**src/include/pmsr_pkg.sv**
```systemverilog
// Package of constants and types for the processor mode control register
`default_nettype none

package pmsr_pkg;

    // ------------------------------------------------------------
    // Register bus
    // ------------------------------------------------------------
    localparam int unsigned PMSR_ADDR_W = 8;
    localparam int unsigned PMSR_DATA_W = 16;
    localparam logic [PMSR_ADDR_W-1:0] PMSR_MODE_CTRL_OFFSET = 8'h00;

    typedef struct packed {
        logic [PMSR_ADDR_W-1:0] addr;
        logic [PMSR_DATA_W-1:0] wdata;
        logic wr;
        logic rd;
    } pmsr_bus_req_t;

    // ------------------------------------------------------------
    // Register layout, bit 15 down to bit 0
    // ------------------------------------------------------------
    typedef struct packed {
        logic [8:0] vector_page_pointer;
        logic rom_map_select;
        logic ram_overlay;
        logic address_visibility;
        logic upper_ram_data_map;
        logic clock_output_disable;
        logic multiply_saturation;
        logic store_saturation;
    } pmsr_mode_t;

    localparam logic [8:0] PMSR_VECTOR_PAGE_POINTER_RESET = 9'h1FF;
    localparam logic PMSR_FLAG_RESET = 1'b0;
    localparam int unsigned PMSR_PAGE_W = 7;

    // ------------------------------------------------------------
    // Memory map
    // ------------------------------------------------------------
    localparam logic [15:0] PMSR_DUAL_ACCESS_RAM_LO = 16'h0080;
    localparam logic [15:0] PMSR_DUAL_ACCESS_RAM_LOW_HI = 16'h7FFF;
    localparam logic [15:0] PMSR_DUAL_ACCESS_RAM_UP_LO = 16'h8000;
    localparam logic [15:0] PMSR_ROM_LO = 16'hC000;

    // ------------------------------------------------------------
    // Saturation
    // ------------------------------------------------------------
    localparam logic [15:0] PMSR_SAT_POS = 16'h7FFF;
    localparam logic [15:0] PMSR_SAT_NEG = 16'h8000;
    localparam logic [32:0] PMSR_PROD_SAT = 33'h7FFFFFFF;

    typedef enum logic [1:0] {
        PMSR_STRAP_WAIT = 2'b01,
        PMSR_STRAP_RUN = 2'b10
    } pmsr_strap_t;

endpackage : pmsr_pkg

`default_nettype wire

```
**src/rtl/pmsr_clock_output_pin.sv**
```systemverilog
// Clock output pin generator with high-level hold
`timescale 1ns/100ps
`default_nettype none

module pmsr_clock_output_pin
(
    input wire logic i_clk,
    input wire logic i_reset,
    input wire logic i_ce,
    input wire logic i_disable,
    output logic o_clock_output_pin
);
    // ------------------------------------------------------------
    // Half-rate toggle, parked high while disabled
    // ------------------------------------------------------------
    always_ff @(posedge i_clk or posedge i_reset)
    begin
        if (i_reset)
        begin
            o_clock_output_pin <= 1'b0;
        end
        else if (i_ce)
        begin
            if (i_disable)
            begin
                o_clock_output_pin <= 1'b1;
            end
            else
            begin
                o_clock_output_pin <= ~o_clock_output_pin;
            end
        end
    end

endmodule : pmsr_clock_output_pin

`default_nettype wire

```
**src/rtl/pmsr_top.sv**
```systemverilog
// Processor mode control register with memory map, pin and saturation control
//
// The implementer's own choices: strobed register access and the register addresses.
`timescale 1ns/100ps
`default_nettype none

module pmsr_top
#(
    parameter int unsigned ACC_W = 40
)
(
    input wire logic i_clk,
    input wire logic i_reset,
    input wire logic i_ce,
    input wire pmsr_pkg::pmsr_bus_req_t i_bus,
    output logic [pmsr_pkg::PMSR_DATA_W-1:0] o_rdata,
    input wire logic i_rom_map_select_pin,
    input wire logic i_soft_reset,
    input wire logic [4:0] i_vector_num,
    output logic [15:0] o_vector_addr,
    input wire logic [15:0] i_prog_addr,
    input wire logic i_prog_valid,
    input wire logic [15:0] i_data_addr,
    output logic o_prog_rom_hit,
    output logic o_prog_dual_access_ram_hit,
    output logic o_data_dual_access_ram_hit,
    input wire logic [15:0] i_ext_addr,
    input wire logic i_ext_valid,
    output logic [15:0] o_address_pins,
    output logic o_clock_output_pin,
    input wire logic i_overflow_mode,
    input wire logic i_fractional_mode,
    input wire logic i_mul_valid,
    input wire logic signed [15:0] i_mul_a,
    input wire logic signed [15:0] i_mul_b,
    output logic [32:0] o_product,
    input wire logic i_store_valid,
    input wire logic signed [ACC_W-1:0] i_acc,
    input wire logic signed [4:0] i_store_shift,
    output logic [15:0] o_store_data,
    output pmsr_pkg::pmsr_mode_t o_mode
);
    import pmsr_pkg::*;

    localparam int unsigned EXT_W = ACC_W + 16;

    if (ACC_W < 17 || ACC_W > 48)
    begin : g_bad_acc
        $error("ACC_W must be 17 to 48");
    end

    pmsr_mode_t mode;
    pmsr_strap_t strap_state;
    logic pin_meta;
    logic pin_sync;
    logic wr_hit;
    logic rd_hit;

    // ------------------------------------------------------------
    // Helpers
    // ------------------------------------------------------------
    function automatic logic in_range(input logic [15:0] a, input logic [15:0] lo, input logic [15:0] hi);
        in_range = (a >= lo) && (a <= hi);
    endfunction : in_range

    function automatic logic [15:0] sat16(input logic signed [EXT_W-1:0] v, input logic en);
        logic signed [EXT_W-1:0] lim_pos;
        logic signed [EXT_W-1:0] lim_neg;
        lim_pos = EXT_W'(signed'(PMSR_SAT_POS));
        lim_neg = {{(EXT_W-16){1'b1}}, PMSR_SAT_NEG};
        if (en && v > lim_pos)
            sat16 = PMSR_SAT_POS;
        else if (en && v < lim_neg)
            sat16 = PMSR_SAT_NEG;
        else
            sat16 = v[15:0];
    endfunction : sat16

    assign wr_hit = i_bus.wr && (i_bus.addr == PMSR_MODE_CTRL_OFFSET);
    assign rd_hit = i_bus.rd && (i_bus.addr == PMSR_MODE_CTRL_OFFSET);
    assign o_mode = mode;

    // ------------------------------------------------------------
    // Strap pin synchroniser
    // ------------------------------------------------------------
    always_ff @(posedge i_clk)
    begin
        if (i_ce)
        begin
            pin_meta <= i_rom_map_select_pin;
            pin_sync <= pin_meta;
        end
    end

    // ------------------------------------------------------------
    // Strap capture, once per hardware reset
    // ------------------------------------------------------------
    always_ff @(posedge i_clk or posedge i_reset)
    begin
        if (i_reset)
        begin
            strap_state <= PMSR_STRAP_WAIT;
        end
        else if (i_ce)
        begin
            case (strap_state)
                PMSR_STRAP_WAIT: strap_state <= PMSR_STRAP_RUN;
                PMSR_STRAP_RUN: strap_state <= PMSR_STRAP_RUN;
                default: strap_state <= PMSR_STRAP_RUN;
            endcase
        end
    end

    // ------------------------------------------------------------
    // Mode register
    // ------------------------------------------------------------
    always_ff @(posedge i_clk or posedge i_reset)
    begin
        if (i_reset)
        begin
            mode.vector_page_pointer <= PMSR_VECTOR_PAGE_POINTER_RESET;
            mode.rom_map_select <= PMSR_FLAG_RESET;
            mode.ram_overlay <= PMSR_FLAG_RESET;
            mode.address_visibility <= PMSR_FLAG_RESET;
            mode.upper_ram_data_map <= PMSR_FLAG_RESET;
            mode.clock_output_disable <= PMSR_FLAG_RESET;
            mode.multiply_saturation <= PMSR_FLAG_RESET;
            mode.store_saturation <= PMSR_FLAG_RESET;
        end
        else if (i_ce)
        begin
            if (wr_hit)
            begin
                mode <= pmsr_mode_t'(i_bus.wdata);
            end
            if (i_soft_reset)
            begin
                // Pointer, ROM map and both saturation bits kept
                mode.ram_overlay <= PMSR_FLAG_RESET;
                mode.address_visibility <= PMSR_FLAG_RESET;
                mode.upper_ram_data_map <= PMSR_FLAG_RESET;
                mode.clock_output_disable <= PMSR_FLAG_RESET;
            end
            if (strap_state == PMSR_STRAP_WAIT)
            begin
                mode.rom_map_select <= pin_sync;
            end
        end
    end

    // ------------------------------------------------------------
    // Read port
    // ------------------------------------------------------------
    always_ff @(posedge i_clk or posedge i_reset)
    begin
        if (i_reset)
            o_rdata <= '0;
        else if (i_ce)
            o_rdata <= rd_hit ? PMSR_DATA_W'(mode) : '0;
    end

    // ------------------------------------------------------------
    // Vector address
    // ------------------------------------------------------------
    always_ff @(posedge i_clk or posedge i_reset)
    begin
        if (i_reset)
            o_vector_addr <= {PMSR_VECTOR_PAGE_POINTER_RESET, 7'h00};
        else if (i_ce)
            o_vector_addr <= {mode.vector_page_pointer, i_vector_num, 2'b00};
    end

    // ------------------------------------------------------------
    // Memory map decode
    // ------------------------------------------------------------
    always_ff @(posedge i_clk or posedge i_reset)
    begin
        if (i_reset)
        begin
            o_prog_rom_hit <= 1'b0;
            o_prog_dual_access_ram_hit <= 1'b0;
            o_data_dual_access_ram_hit <= 1'b0;
        end
        else if (i_ce)
        begin
            o_prog_rom_hit <= !mode.rom_map_select && (i_prog_addr >= PMSR_ROM_LO);
            o_prog_dual_access_ram_hit <= mode.ram_overlay
                && in_range(i_prog_addr, PMSR_DUAL_ACCESS_RAM_LO, PMSR_DUAL_ACCESS_RAM_LOW_HI);
            o_data_dual_access_ram_hit <= in_range(i_data_addr, PMSR_DUAL_ACCESS_RAM_LO, PMSR_DUAL_ACCESS_RAM_LOW_HI)
                || (mode.upper_ram_data_map && i_data_addr >= PMSR_DUAL_ACCESS_RAM_UP_LO);
        end
    end

    // ------------------------------------------------------------
    // External address pins
    // ------------------------------------------------------------
    always_ff @(posedge i_clk or posedge i_reset)
    begin
        if (i_reset)
            o_address_pins <= '0;
        else if (i_ce)
        begin
            if (i_ext_valid)
                o_address_pins <= i_ext_addr;
            else if (mode.address_visibility && i_prog_valid)
                o_address_pins <= i_prog_addr;
            // Otherwise last address held
        end
    end

    // ------------------------------------------------------------
    // Clock output pin
    // ------------------------------------------------------------
    pmsr_clock_output_pin u_clock_output_pin
    (
        .i_clk(i_clk),
        .i_reset(i_reset),
        .i_ce(i_ce),
        .i_disable(mode.clock_output_disable),
        .o_clock_output_pin(o_clock_output_pin)
    );

    // ------------------------------------------------------------
    // Multiplier with product saturation
    // ------------------------------------------------------------
    logic signed [32:0] next_product;
    always_comb
    begin
        next_product = 33'(i_mul_a * i_mul_b);
        if (i_fractional_mode)
            next_product = next_product <<< 1;
        if (mode.multiply_saturation && i_overflow_mode && i_fractional_mode
            && i_mul_a == PMSR_SAT_NEG && i_mul_b == PMSR_SAT_NEG)
            next_product = PMSR_PROD_SAT;
    end

    always_ff @(posedge i_clk or posedge i_reset)
    begin
        if (i_reset)
            o_product <= '0;
        else if (i_ce && i_mul_valid)
            o_product <= next_product;
    end

    // ------------------------------------------------------------
    // Store path: shift, then saturate
    // ------------------------------------------------------------
    logic signed [EXT_W-1:0] next_shifted;
    always_comb
    begin
        if (i_store_shift >= 0)
            next_shifted = EXT_W'(i_acc) <<< i_store_shift;
        else
            next_shifted = EXT_W'(i_acc) >>> 6'(-i_store_shift);
    end

    always_ff @(posedge i_clk or posedge i_reset)
    begin
        if (i_reset)
            o_store_data <= '0;
        else if (i_ce && i_store_valid)
            o_store_data <= sat16(next_shifted, mode.store_saturation);
    end

    // ------------------------------------------------------------
    // Assertions
    // ------------------------------------------------------------
    property p_vec_write;
        @(posedge i_clk) disable iff (i_reset)
        (i_ce && wr_hit && !i_soft_reset) |=> mode.vector_page_pointer == $past(i_bus.wdata[15:7]);
    endproperty
    a_vec_write: assert property (p_vec_write) else $error("vector page not loaded");

    property p_reset_page;
        @(posedge i_clk) disable iff (i_reset)
        $fell(strap_state == PMSR_STRAP_WAIT) |-> $past(mode.vector_page_pointer) == PMSR_VECTOR_PAGE_POINTER_RESET;
    endproperty
    a_reset_page: assert property (p_reset_page) else $error("vector page not all ones at reset");

    property p_soft_keep;
        @(posedge i_clk) disable iff (i_reset)
        (i_ce && i_soft_reset && !wr_hit && strap_state == PMSR_STRAP_RUN)
        |=> $stable(mode.vector_page_pointer) && $stable(mode.rom_map_select);
    endproperty
    a_soft_keep: assert property (p_soft_keep) else $error("soft reset altered kept fields");

    property p_strap_once;
        @(posedge i_clk) disable iff (i_reset)
        (i_ce && !wr_hit && strap_state == PMSR_STRAP_RUN) |=> $stable(mode.rom_map_select);
    endproperty
    a_strap_once: assert property (p_strap_once) else $error("ROM map bit changed without write");

    property p_page0_out;
        @(posedge i_clk) disable iff (i_reset)
        (i_ce && (i_prog_addr < PMSR_DUAL_ACCESS_RAM_LO || !mode.ram_overlay)) |=> !o_prog_dual_access_ram_hit;
    endproperty
    a_page0_out: assert property (p_page0_out) else $error("dual RAM wrongly in program space");

    property p_addr_hold;
        @(posedge i_clk) disable iff (i_reset)
        (i_ce && !i_ext_valid && !mode.address_visibility) |=> $stable(o_address_pins);
    endproperty
    a_addr_hold: assert property (p_addr_hold) else $error("address pins moved");

    property p_addr_trace;
        @(posedge i_clk) disable iff (i_reset)
        (i_ce && !i_ext_valid && mode.address_visibility && i_prog_valid)
        |=> o_address_pins == $past(i_prog_addr);
    endproperty
    a_addr_trace: assert property (p_addr_trace) else $error("program address not traced");

    property p_upper_data;
        @(posedge i_clk) disable iff (i_reset)
        (i_ce && i_data_addr >= PMSR_DUAL_ACCESS_RAM_UP_LO) |=> o_data_dual_access_ram_hit == $past(mode.upper_ram_data_map);
    endproperty
    a_upper_data: assert property (p_upper_data) else $error("upper dual RAM decode wrong");

    property p_clk_high;
        @(posedge i_clk) disable iff (i_reset)
        (i_ce && mode.clock_output_disable) |=> o_clock_output_pin;
    endproperty
    a_clk_high: assert property (p_clk_high) else $error("clock pin not parked high");

    property p_mul_sat;
        @(posedge i_clk) disable iff (i_reset)
        (i_ce && i_mul_valid && i_mul_a == PMSR_SAT_NEG && i_mul_b == PMSR_SAT_NEG && i_fractional_mode)
        |=> o_product == ((($past(mode.multiply_saturation && i_overflow_mode))) ? PMSR_PROD_SAT : 33'h80000000);
    endproperty
    a_mul_sat: assert property (p_mul_sat) else $error("product saturation wrong");

    property p_store_sat;
        @(posedge i_clk) disable iff (i_reset)
        (i_ce && i_store_valid && mode.store_saturation && i_store_shift == 5'sd0 && i_acc > 0
            && i_acc[ACC_W-2:15] != '0) |=> o_store_data == PMSR_SAT_POS;
    endproperty
    a_store_sat: assert property (p_store_sat) else $error("store not saturated");

    property p_cv_write;
        @(posedge i_clk) disable iff (i_reset) i_ce && wr_hit;
    endproperty
    c_cv_write: cover property (p_cv_write);

    property p_cv_trace;
        @(posedge i_clk) disable iff (i_reset) i_ce && mode.address_visibility && i_prog_valid && !i_ext_valid;
    endproperty
    c_cv_trace: cover property (p_cv_trace);

    property p_cv_soft;
        @(posedge i_clk) disable iff (i_reset) i_ce && i_soft_reset && mode.ram_overlay;
    endproperty
    c_cv_soft: cover property (p_cv_soft);

endmodule : pmsr_top

`default_nettype wire

```
**config.mk**
```make
export PLATFORM = sky130hd
export DESIGN_NAME = pmsr_top
export DESIGN_NICKNAME = d
export VERILOG_FILES = /design/src/include/pmsr_pkg.sv /design/src/rtl/pmsr_clock_output_pin.sv /design/src/rtl/pmsr_top.sv
export SDC_FILE = /design/constraint.sdc
export NUM_CORES = 1
export LEC_CHECK = 0
export ABC_AREA = 1
export BUFFER_PORTS_ARGS = -buffer_cell sky130_fd_sc_hd__buf_2
export CAP_MARGIN = 20
export CORE_MARGIN = 2
export CORE_UTILIZATION = 55
export CTS_BUF_LIST = sky130_fd_sc_hd__clkbuf_4 sky130_fd_sc_hd__clkbuf_8 sky130_fd_sc_hd__clkbuf_16
export DETAILED_ROUTE_END_ITERATION = 6
export PLACE_DENSITY = 0.76
export SLEW_MARGIN = 20
export SYNTH_ARGS = -nofsm -noshare
export SYNTH_HDL_FRONTEND = slang
export SYNTH_SLANG_ARGS = --single-unit
```
**constraint.sdc**
```tcl
create_clock -name i_clk -period 6.69 [get_ports i_clk]
set_input_delay 0.3345 -clock i_clk [delete_from_list [all_inputs] [get_ports i_clk]]
set_output_delay 0.3345 -clock i_clk [all_outputs]
set_load 0.05 [all_outputs]
```
== After elaboration in Yosys (flattened, before gate mapping) ==
Index checks and enable logic that the tools add are counted.

* Add/subtract/negate cells: 1
* Multipliers: 1
* Order comparisons: 9
* Equal/unequal tests: 3
* Shift-type cells: 2
* Mux-type cells: 12
* Bitwise logic cells: 1
* Reductions and logical operators: 26

{| class="wikitable"
|+ Operator list
! operator !! number
|-
| 16-bit 2-to-1 mux || 5
|-
| 56-bit by 16-bit greater-than comparator with 1-bit output (second input constant) || 1
|-
| 56-bit by 16-bit < comparator with 1-bit output (second input constant) || 1
|-
| 56-bit 2-to-1 mux || 1
|-
| 40-bit by 5-bit <<< shifter with 56-bit output || 1
|-
| 40-bit by 6-bit >>> shifter with 56-bit output || 1
|-
| 33-bit 2-to-1 mux || 1
|-
| 16-bit == test (second input constant) || 2
|-
| 16-bit >= comparator (second input constant) || 2
|-
| 16-bit by 8-bit >= comparator with 1-bit output (second input constant) || 2
|-
| 16-bit by 15-bit <= comparator with 1-bit output (second input constant) || 2
|-
| 16-bit by 16-bit multiplier with 32-bit output || 1
|-
| 32-bit 2-to-1 mux || 1
|-
| 1-bit logical AND || 16
|-
| 8-bit zero test || 1
|-
| 2-bit AND reduction || 4
|-
| 7-bit 2-to-1 mux || 1
|-
| 5-bit negation with 6-bit output || 1
|-
| 2-bit nonzero test || 3
|-
| 5-bit by 1-bit >= comparator with 1-bit output (second input constant) || 1
|-
| 4-bit 2-to-1 mux || 1
|-
| 2-bit by 1-bit == test with 1-bit output (second input constant) || 1
|-
| 1-bit 2-to-1 mux || 2
|-
| 1-bit zero test || 1
|-
| other kinds (2) || 2
|}

* Register bits: 119
* Input port bits: 167
* Logic and storage cells: 75

== Depth between registers and ports, before layout ==
* Depth in word-level cells: 7
* Mapped depth: 33
* Depth with buffers taken out: 31

== Cells and area by module ==
From an unflattened synthesis, not the netlist that was laid out.

* Cells, all modules: 3143
* Area, all modules: 21120.3 µm²

{| class="wikitable"
|+ Modules (own cells, without submodules)
! module !! instances !! cells each !! area each (µm²) !! seq. area each (µm²)
|-
| pmsr_top || 1 || 3135 || 21069.0 || 2986.6
|-
| pmsr_clock_output_pin || 1 || 8 || 51.3 || 25.0
|}

== Worst setup path before layout ==
No wires, ideal clock.

* Kind: input to register
* Start point: input i_mul_b[5]
* End point: register o_product[27]
* Library setup time: 0.120 ns
* Arrival time: 6.036 ns
* Data required time: 6.570 ns
* Path slack: 0.534 ns
* Stages on the path: 22
* Buffers on the path: 2
* Cell sequence: clkbuf_1 clkbuf_1 nand2_1 fa_1 inv_1 fa_1 fa_1 fa_1 fa_1 inv_1 fa_1 inv_1 ha_1 a21oi_1 o21ai_0 a21oi_1 nand3_1 or2_2 nand3_1 nand3_1 o21ai_0 inv_1

* Cells in the longest elaborated chain, start to end: 3
* Elaborated cells on any way between the ends: 5
* Those cells by class: mul (1); eq/ne (1); mux (2); reduce/logical (1)

{| class="wikitable"
|+ RTL lines
! element !! line !! RTL
|-
| from (decl) || pmsr_top.sv:35 || <nowiki>input wire logic signed [15:0] i_mul_b,</nowiki>
|-
| 16-bit by 16-bit multiplier with 32-bit output / 16-bit == test (equally long branches) || pmsr_top.sv:229, pmsr_top.sv:233 ||
|-
| 32-bit 2-to-1 mux / 1-bit logical AND (equally long branches) || pmsr_top.sv:230, pmsr_top.sv:233 ||
|-
| 33-bit 2-to-1 mux * || pmsr_top.sv:232 || <nowiki>if (mode.multiply_saturation && i_overflow_mode && i_fractional_mode</nowiki>
|-
| to (signal assigned) || pmsr_top.sv:242 || <nowiki>o_product <= next_product;</nowiki>
|-
| to (decl) || pmsr_top.sv:36 || <nowiki>output logic [32:0] o_product,</nowiki>
|}

Mark *: on every way between the ends. The rest lies on a longest branch, timed or not.
A chain may end at the register's enable or synchronous reset.

== Worst setup path after layout ==
* Start point: input i_mul_a[15]
* End point: register o_product[31]

* Cells in the longest elaborated chain, start to end: 4
* Elaborated cells on any way between the ends: 6
* Those cells by class: mul (1); eq/ne (1); mux (2); reduce/logical (2)

{| class="wikitable"
|+ RTL lines
! element !! line !! RTL
|-
| from (decl) || pmsr_top.sv:34 || <nowiki>input wire logic signed [15:0] i_mul_a,</nowiki>
|-
| parallel branches: the longest is 3 deep, another holds 16-bit by 16-bit multiplier with 32-bit output || n/a ||
|-
| 33-bit 2-to-1 mux * || pmsr_top.sv:232 ||
|}

Mark *: on every way between the ends.

==> metrics.txt <==
IO Port Bufs=about 270; initial antenna violation count=2; Vias=21343; final instance area=0.0231 mm^2; Cells on Worst Hold Path=1; Warnings, synthesis=0; first drt pass iteration count=7; DR vias/cell=~5.6; status=complete, but fails checks; antenna viol nets, final=0; setup repair bufs after CTS=0; clock tree buffer depth=2; synthesized flop and latch total=about 120; crit-path leading delay family=adder cells; Hold Crit Start=i_rom_map_select_pin; final period utilization=between 90% and 100%; share of cells above drive strength 1=about an eighth; Filler Cell Count=~3600; Slew headroom=~27%; die height=~200 um; I/O pin total=between 200 and 300; critical path, cell by cell=buf_2, nand2_1, fa_1, inv_1, fa_1, buf_12, fa_1, fa_1, fa_1, inv_1, fa_1, inv_1, ha_1, a21oi_1, o21ai_0, a21oi_1, nand3_1, a21oi_1, xor2_1, nand2_1, o211ai_1, nand2_1; htree depth=4; die width=about 200 um; failing checks=design-rule violations; GRT Residual Overflow=0; Syn-to-layout area delta=9.85%; crit-path max FO=17; reg-to-reg critical path startpoint=o_mode[1]; clock tree from TritonCTS=yes; R2R setup slack=3.94 ns; Multi-input gate area=around 0.015 mm^2; worst hold slack=0.0955 ns; R2R cell count=10; wirelength, routed=72900 um; Critical Path RT=about 7 ns; mapped cell area=0.0210 mm^2; row cnt=71; CTS Buf Count=17; Worst Path Buf+Inv=5; Root Buffer=clkbuf_16; slowest library cell on the worst path=fa_1; # DRC=8; drt wl/cell=~19 um; first-pass GRT wire length=115000 um; initial core utilization=between 50% and 60%; Skew-Pair Late Insertion Delay=~0.42 ns; Critical R2R Capture=o_product[10]; Synth Flop Type=dfrtp_1; largest net degree at the start of global routing=between 70 and 80; clock sinks=between 100 and 150; final setup fails=0; GRT Util Overall=between 30% and 40%; core area=0.0376 mm^2; FF/Latch Area=between 0.003 and 0.004 mm^2; RSZ-0062 raised after global routing=false; Period minus WS final=about 6.3 ns; nets@finish=about 3800; HP Class=in -> reg; critical path class=in -> reg; fraction of registers with async set/reset=slightly below 100%; utilization after layout=around 60%; Placer Congestion=1.07; final hold viol count=0; Iter 0 DRT Violations=2004; TNS Setup=0 ns; clk_skew=approximately 0.0064 ns; Post-DP HPWL=approximately 60000 um; Hold EP=pin_meta; placed cell area=approximately 0.022 mm^2; critical path arrival=about 6.6 ns; max_cap viols=0; Reg clk slew, reported paths=0.06 ns; max-slew violation count=0; Critical Path Max Stage Delay=between 0.6 and 0.7 ns; CP Capture Type=register; Yosys cell types=50; Seq/Total Area, Yosys=approximately 14%; Mapped Cells=3139; Crit path top cell by count=fa_1; Fmax achieved=about 160 MHz; critical path launch point type=primary input; mean post-synth cell area=roughly 6.7 um^2; vias in the first global route=roughly 21000; number of flops mapped to enable cells by yosys=2; Slew @ Worst Pin=1.09 ns; die footprint=approximately 0.04 mm^2
layout make-up:
cell class | instances | share of cell area [%]
multi-input cells | 2288 | 65.4
flip-flops and latches | 119 | 13.1
inverters | 561 | 9.20
repair buffers | 307 | 7.09
well taps | 511 | 2.77
clock buffers | 19 | 1.91
clock inverters | 13 | 0.581
diodes | 1 | 0.0109
cell usage in the layout, fill, tap and decap left out, types with 70 or more instances in the layout:
master and count:
a21oi_1 92, ha_1 84, inv_1 545, nor2_1 152, dfrtp_1 98, o21ai_0 70
nand2_1 909, nand3_1 573, buf_2 274, fa_1 262
worst max path at each step:
stage | from | to | slack, ns | depth (start not counted)
floorplan | i_mul_b[5] | o_product[27] | 0.53 | 22
global placement | i_mul_a[15] | o_product[31] | 0.13 | 22
detailed placement | i_mul_a[15] | o_product[31] | 0.11 | 22
CTS | i_mul_a[15] | o_product[31] | 0.51 | 22
global route | i_mul_a[15] | o_product[30] | 0.03 | 26
finish | i_mul_a[15] | o_product[31] | 0.43 | 22
per-layer routing:
layer / global-route usage [%] / part of all wire, % / up-vias
met1: 47.3 / 40 / 10154
li1: - / - / 10015
met2: 63.2 / 48 / 976
met5: 0 / 0.018 / -
met4: 16.5 / 4.6 / 2
met3: 7.51 / 8.1 / 196
cells by family (layout without fill, tap and decap cells):
family | after synthesis | count (layout) | share of synthesized area (%)
compound gates | 201 | 201 | 5.16
xor+xnor | 28 | 28 | 1.26
fa+ha+maj | 346 | 346 | 30.0
other cells | 1 | 3 | 0.0179
buf+inv | 733 | 900 | 13.9
simple gates | 1704 | 1704 | 34.9
mux | 7 | 7 | 0.334
flops | 119 | 119 | 14.4
worst reg2reg max path, stage by stage, from the launching register on:
cell	delay, ns
dfrtp_1	0.43
nand3_1	0.25
nor2_1	0.20
nand4_1	0.12
nor4_1	0.84
nor2_4	0.32
inv_1	0.19
a21oi_1	0.05
o21ai_0	0.11
o21ai_0	0.11
inv_1	0.08
registers in the layout, indices dropped and copies added, names as in the netlist:
signal,count
o_address_pins,16
o_data_dual_access_ram_hit,1
o_mode,16
o_product,33
o_prog_dual_access_ram_hit,1
o_prog_rom_hit,1
o_rdata,16
o_store_data,16
o_vector_addr,14
pin_meta,1
pin_sync,1
strap_state,2
u_clock_output_pin.o_clock_output_pin,1
synth_stat cells, types with 5 or more instances:
| library cell | count | area, um^2 |
|---|---|---|
| nand2_1 | 909 | 3410 |
| nand3_1 | 573 | 2870 |
| inv_1 | 546 | 2050 |
| fa_1 | 262 | 5250 |
| nor2_1 | 154 | 578 |
| clkbuf_1 | 99 | 372 |
| dfrtp_1 | 98 | 2450 |
| a21oi_1 | 92 | 460 |
| ha_1 | 84 | 1050 |
| o21ai_0 | 70 | 350 |
| buf_2 | 28 | 140 |
| buf_1 | 19 | 71.3 |
| buf_4 | 19 | 143 |
| dfstp_2 | 19 | 499 |
| or2_2 | 18 | 113 |
| xor2_1 | 15 | 131 |
| xnor2_1 | 12 | 105 |
| nand4_1 | 11 | 68.8 |
| nor4_1 | 10 | 62.6 |
| a31oi_1 | 9 | 56.3 |
| inv_2 | 8 | 30.0 |
| o211ai_1 | 8 | 60.1 |
| buf_6 | 7 | 78.8 |
| mux2i_1 | 7 | 70.1 |
| o31ai_1 | 7 | 52.6 |
| nor3_1 | 6 | 30.0 |
| nand2_2 | 5 | 31.3 |
what timing repair did:
action                                 in CTS  in global routing
endpoints found under the hold margin      33                  0
hold buffers                                1                  0
resized for setup                           0                  0
per-stage QoR:
step	cells	setup slack (ns)
5_1_grt	3818	0.0291
3_5_place_dp	3785	0.114
3_3_place_gp	3785	0.127
6_report	3819	0.430
4_1_cts	3818	0.513
2_1_floorplan	3140	0.534
Power is left out: the tool's default activity adds up to more than one toggle a clock period on the data nets, which glitch-free logic cannot reach.
